$ cat src/verilog/rss_regs.svh
// Constants for the rotate, power-down and subtract execute block.
// Assumes a 14-bit instruction word and an 8-bit data path.
`ifndef RSS_REGS_SVH
`define RSS_REGS_SVH
`define RSS_OPC_ROTATE_LEFT  6'h0d
`define RSS_OPC_FILE_SUB     6'h02
`define RSS_OPC_LIT_SUB      5'h1e
`define RSS_POWERDOWN_WORD   14'h0063
`define RSS_OPC_HI           13
`define RSS_OPC_LO           8
`define RSS_DEST_BIT         7
`define RSS_ADDR_HI          6
`define RSS_WDT_CLEAR        8'h00
`define RSS_ACC_RESET        8'h00
`define RSS_STATUS_RESET     5'h03
`endif

$ cat src/verilog/rss_pkg.sv
// Types shared by the rotate, power-down and subtract execute block.
// Assumes nothing beyond the constants header.
package rss_pkg;
  typedef struct packed {
    logic carry;
    logic digit_carry_flag;
    logic zero;
    logic timeout_flag_n;
    logic powerdown_flag_n;
  } rss_status_type;

  typedef struct packed {
    logic       we;
    logic [6:0] addr;
    logic [7:0] data;
  } rss_file_wr_type;
endpackage

$ cat src/verilog/rss_exec.sv
// Execute logic for rotate-left-through-carry, power-down and two subtracts.
// Assumes file read data is valid in the same cycle as the instruction word.
//
// Notes on behaviour
// - Opcode 001101 rotates file register left; carry into bit 0, bit 7 out.
// - Rotate result goes to accumulator if dest 0, else back to file.
// - Power-down clears the watchdog counter and its prescaler.
// - Power-down sets timeout flag_n to 1, clears powerdown flag_n to 0.
// - After power-down, enter halt and request oscillator stop.
// - Opcode 11110x computes literal minus accumulator into accumulator.
// - Subtracts set carry when result is non-negative, clear it when negative.
// - Opcode 000010 computes file register minus accumulator.
// - File subtract stores to accumulator if dest 0, else back to file.
`timescale 1ns/10ps
`include "rss_regs.svh"
module rss_exec (
  // Clock and reset
  input  wire logic                 sys_clk,
  input  wire logic                 reset_n,
  // Instruction
  input  wire logic                 instr_valid,
  input  wire logic [13:0]          instr_word,
  // File register path
  input  wire logic [7:0]           file_rd_data,
  output logic [6:0]                file_rd_addr,
  output rss_pkg::rss_file_wr_type  file_wr,
  // Core state
  output logic [7:0]                acc,
  output rss_pkg::rss_status_type   status,
  // Power control
  output logic                      wdt_clear,
  output logic                      prescaler_clear,
  output logic                      halted,
  output logic                      osc_stop_req
);
  import rss_pkg::*;

  // ----------------------------------------
  // Decode
  // ----------------------------------------
  logic [5:0] opc;
  logic       dest;
  logic       is_rot;
  logic       is_fsub;
  logic       is_lsub;
  logic       is_pd;
  logic [7:0] sub_a;
  logic [8:0] diff;
  logic [4:0] low_diff;
  logic [7:0] acc_q, acc_d;

  assign opc          = instr_word[`RSS_OPC_HI:`RSS_OPC_LO];
  assign dest         = instr_word[`RSS_DEST_BIT];
  assign file_rd_addr = instr_word[`RSS_ADDR_HI:0];
  assign is_rot  = instr_valid && !halted && opc == `RSS_OPC_ROTATE_LEFT;
  assign is_fsub = instr_valid && !halted && opc == `RSS_OPC_FILE_SUB;
  assign is_lsub = instr_valid && !halted && opc[5:1] == `RSS_OPC_LIT_SUB;
  assign is_pd   = instr_valid && !halted && instr_word == `RSS_POWERDOWN_WORD;

  // Borrow-free subtract: a + ~w + 1, carry out means no borrow
  assign sub_a    = is_lsub ? instr_word[7:0] : file_rd_data;
  assign diff     = {1'b0, sub_a} + {1'b0, ~acc_q} + 9'h001;
  assign low_diff = {1'b0, sub_a[3:0]} + {1'b0, ~acc_q[3:0]} + 5'h01;

  // ----------------------------------------
  // State
  // ----------------------------------------
  rss_status_type  st_q, st_d;
  rss_file_wr_type wr_q, wr_d;
  logic            halt_q, halt_d;
  logic            wclr_q, wclr_d;
  logic [7:0]      result;

  always_comb begin
    acc_d   = acc_q;
    st_d    = st_q;
    halt_d  = halt_q;
    wclr_d  = 1'b0;
    wr_d    = '0;
    result  = 8'h00;
    if (is_rot) begin
      result     = {file_rd_data[6:0], st_q.carry};
      st_d.carry = file_rd_data[7];
    end else if (is_fsub || is_lsub) begin
      result                = diff[7:0];
      st_d.carry            = diff[8];
      st_d.digit_carry_flag = low_diff[4];
      st_d.zero             = diff[7:0] == 8'h00;
    end
    if (is_lsub) begin
      acc_d = result;
    end else if (is_rot || is_fsub) begin
      if (dest) begin
        wr_d.we   = 1'b1;
        wr_d.addr = instr_word[`RSS_ADDR_HI:0];
        wr_d.data = result;
      end else begin
        acc_d = result;
      end
    end
    if (is_pd) begin
      wclr_d                = 1'b1;
      st_d.timeout_flag_n   = 1'b1;
      st_d.powerdown_flag_n = 1'b0;
      halt_d                = 1'b1;
    end
  end

  // Single-cycle commit; wake-up lies outside this block, so halt only clears on reset
  always_ff @(posedge sys_clk or negedge reset_n) begin
    if (!reset_n) begin
      acc_q  <= `RSS_ACC_RESET;
      st_q   <= `RSS_STATUS_RESET;
      wr_q   <= '0;
      halt_q <= 1'b0;
      wclr_q <= 1'b0;
    end else begin
      acc_q  <= acc_d;
      st_q   <= st_d;
      wr_q   <= wr_d;
      halt_q <= halt_d;
      wclr_q <= wclr_d;
    end
  end

  // ----------------------------------------
  // Outputs
  // ----------------------------------------
  assign acc             = acc_q;
  assign status          = st_q;
  assign file_wr         = wr_q;
  assign halted          = halt_q;
  assign osc_stop_req    = halt_q;
  assign wdt_clear       = wclr_q;
  assign prescaler_clear = wclr_q;
endmodule

$ cat config.mk
export PLATFORM = sky130hd
export DESIGN_NAME = rss_exec
export DESIGN_NICKNAME = d
export VERILOG_FILES = /design/src/verilog/rss_pkg.sv /design/src/verilog/rss_exec.sv
export VERILOG_INCLUDE_DIRS = /design/src /design/src/verilog
export SDC_FILE = /design/constraint.sdc
export NUM_CORES = 1
export LEC_CHECK = 0
export ABC_AREA = 0
export BUFFER_PORTS_ARGS = -buffer_cell sky130_fd_sc_hd__buf_2
export CORE_AREA = 2 2 73 75
export DETAILED_ROUTE_END_ITERATION = 12
export DIE_AREA = 0 0 75 77
export HOLD_SLACK_MARGIN = 0.05
export SKIP_LAST_GASP = 1
export SLEW_MARGIN = 20
export SYNTH_ARGS = -nofsm -noshare
export SYNTH_HDL_FRONTEND = slang
export SYNTH_SLANG_ARGS = --single-unit
$ cat constraint.sdc
create_clock -name sys_clk -period 3.3 [get_ports sys_clk]
set_input_delay 0.825 -clock sys_clk [delete_from_list [all_inputs] [get_ports sys_clk]]
set_output_delay 0.825 -clock sys_clk [all_outputs]
set_load 0.02 [all_outputs]
==> impl_metrics.toml <==
[outcome]
status = "finished clean"

[global_routing]
grt_remaining_overflow = 0
grt_pass1_vias = 1368
antenna_found_initial = 0
grt_usage_pct = 15.2
grt_max_degree = 31
grt_pass1_wl_um = 6560

[timing]
drv_slew = 0
tightest_slew_ns = 0.696
fmax_mhz = 323
post-route-min-period_ns = 3.10
finalSetupViolCount = 0
skew_ns = 0.00476
tns_ns = 0
finalCritPeriodShare_pct = 93.8
whs_ns = 0.487
rsz0062_at_grt = "false"
final_hold_viol_count = 0
relSlewSlack_pct = 53.4

[placement]
gp_congestion = 0.865
dpl.cell_count = 304
post_dp_cell_area_sq_um = 2140
hpwlAfterDp_um = 3190
portBuffers = 63

[final_layout]
final_cells = 312
drive_above_1_share_pct = 38.4
mostFrequentLayoutCell = "buf_2"
fillers = 512
final_cell_mix = "buf_2 (63), dfrtp_1 (29), nor2_1 (19), inv_1 (12), and2_1 (10)"
nets = 276
fin_util_pct = 44.9
diodes = 0
ff_latch_area_sq_um = 752
syn_to_final_growth_pct = 24.5
multiInputGateArea_sq_um = 890
final_cell_area_sq_um = 2240

[route]
via_per_inst = 4.77
wl_per_cell_um = 13.7
drc_errors = 0
vias = 1489
first_iter_violations = 58
postRouteAntennaNets = 0
routed_wl_um = 4280
dr.pass1.iters = 4

[setup_path]
slowest_stage = "mux2_2"
r2r-end = "acc[7]"
critPathLaunch = "instr_word[13]"
cp.arrival_ns = 3.24
cp.required_ns = 3.45
path_cells = "buf_2, and2_1, nand4_1, buf_4, mux2_2, ha_1, a21oi_1, nand2_1, o21a_1, or3_1, a32oi_1, mux2i_1"
cp-start-kind = "input port"
critPathMaxFanout = 13
crit_end = "acc[7]"
reg2reg_from = "halted"
critPathKind = "input port to flip-flop"
end_kind = "flip-flop"
max_stage_delay_ns = 0.37
regToRegSetupSlack_ns = 0.41
rr_worst_depth = 11

[yosys]
ys.flop_type = "dfrtp_1"
synth_edf_count = 0
synthArstFlopShare_pct = 100
ys_types = 50
synth_seq_cells = 30
syn-num-nets = 213
yosys_warnings = 0
syn-cell-area_sq_um = 1800
syn_area_per_cell_sq_um = 10.1
seq_area_frac_synth_pct = 41.9
syn_inst = 178

[die]
fp.dieH_um = 77
design.core.area_sq_um = 4980
row_count = 26
start_util_pct = 36.1
dieArea_sq_um = 5780
die_w_um = 75
io_pins = 65

[cts]
cts-buffers-inserted = 5
clkSlewWorstSetupHoldPaths_ns = 0.07
cts_tree = "yes"
clock_latency_ns = 0.28
cts-root-buf = "clkbuf_8"
clockBufferDepth = 2
cts.sinks = 30
htreeDepth = 2
post-cts-setup-buffers = 0

[power]
ir_drop_v = 0.000192
p_leak_nw = 1.23
p_per_area_nw_per_um2 = 521

[job]
cap_violations = 0

[min_path]
hold_class = "flip-flop to flip-flop"
## registers in the layout (all words and copies together), names as in the netlist
register         cells
status               4
prescaler_clear      1
file_wr             16
halted               1
acc                  8
## per-stage QoR
step	total power [mW]	worst slack, ns
after CTS	1.17	0.227
after global routing	1.25	0.0321
after detailed placement	0.860	-0.0912
final	1.17	0.204
after floorplan	0.727	0.0842
after global placement	0.856	-0.0333
## timing repair
item                                    4_1_cts  5_1_grt
endpoints found under the setup margin        0        1
hold buffers                                  0        0
resized for setup                             0        1
## how the worst min path moves through the flow
stage | from | end | slack, ns | depth (start not counted)
floorplan | reset_n | acc[0] | 0.53 | 0
global placement | status[0] | status[0] | 0.48 | 1
detailed placement | status[0] | status[0] | 0.48 | 1
CTS | status[0] | status[0] | 0.49 | 1
global route | status[0] | status[0] | 0.50 | 1
finish | status[0] | status[0] | 0.49 | 1
## critical path, delay by kind of cell
| family | cells | cell delay (ns) |
|---|---|---|
| AOI/OAI and AO/OA | 3 | 0.63 |
| and+or+nand+nor | 4 | 0.69 |
| buffers and inverters | 2 | 0.30 |
| adders and majority gates | 1 | 0.33 |
| muxes | 2 | 0.47 |
## logic make-up after synthesis
| group | Yosys count | share of synthesized area, % |
|---|---|---|
| simple gates | 60 | 19.2 |
| compound gates | 31 | 11.8 |
| flops | 30 | 41.9 |
| buf+inv | 27 | 8.84 |
| mux | 15 | 8.77 |
| fa+ha+maj | 10 | 7.38 |
| xor+xnor | 4 | 1.95 |
| other cells | 1 | 0.209 |
## cell type report
cell class,count,share of cell area [%]
timing repair buffer,70,16.4
sequential,30,33.6
tap,70,3.91
clock inverter,1,0.224
inverter,13,2.18
clock buffer,7,3.86
multi-input combinational,121,39.8
## cell usage after synthesis (5+ instances only)
cell     number  area, sq um
a21oi_1       7         35.0
and2_1       10         62.6
buf_4        10         75.1
dfrtp_1      29          726
ha_1          9          113
inv_1        12         45.0
mux2_2        6         67.6
mux2i_1       9         90.1
nand2_1       7         26.3
nor2_1       19         71.3
o21ai_0       5         25.0
## metal layers
metal,routed length [um],track usage (%),part of all wire [%],vias up
li1,-,-,-,730
met1,2100,20.6,49,702
met2,1890,23.2,44,50
met3,224,3.55,5.2,7
met4,61,5.36,1.4,0
met5,0,0,0,-
## where the power goes
group	switching (mW)	internal [mW]
clock network	0.138	0.168
registers	0.0229	0.403
logic	0.254	0.179
Note: power is estimated with default switching activity, not from simulation.
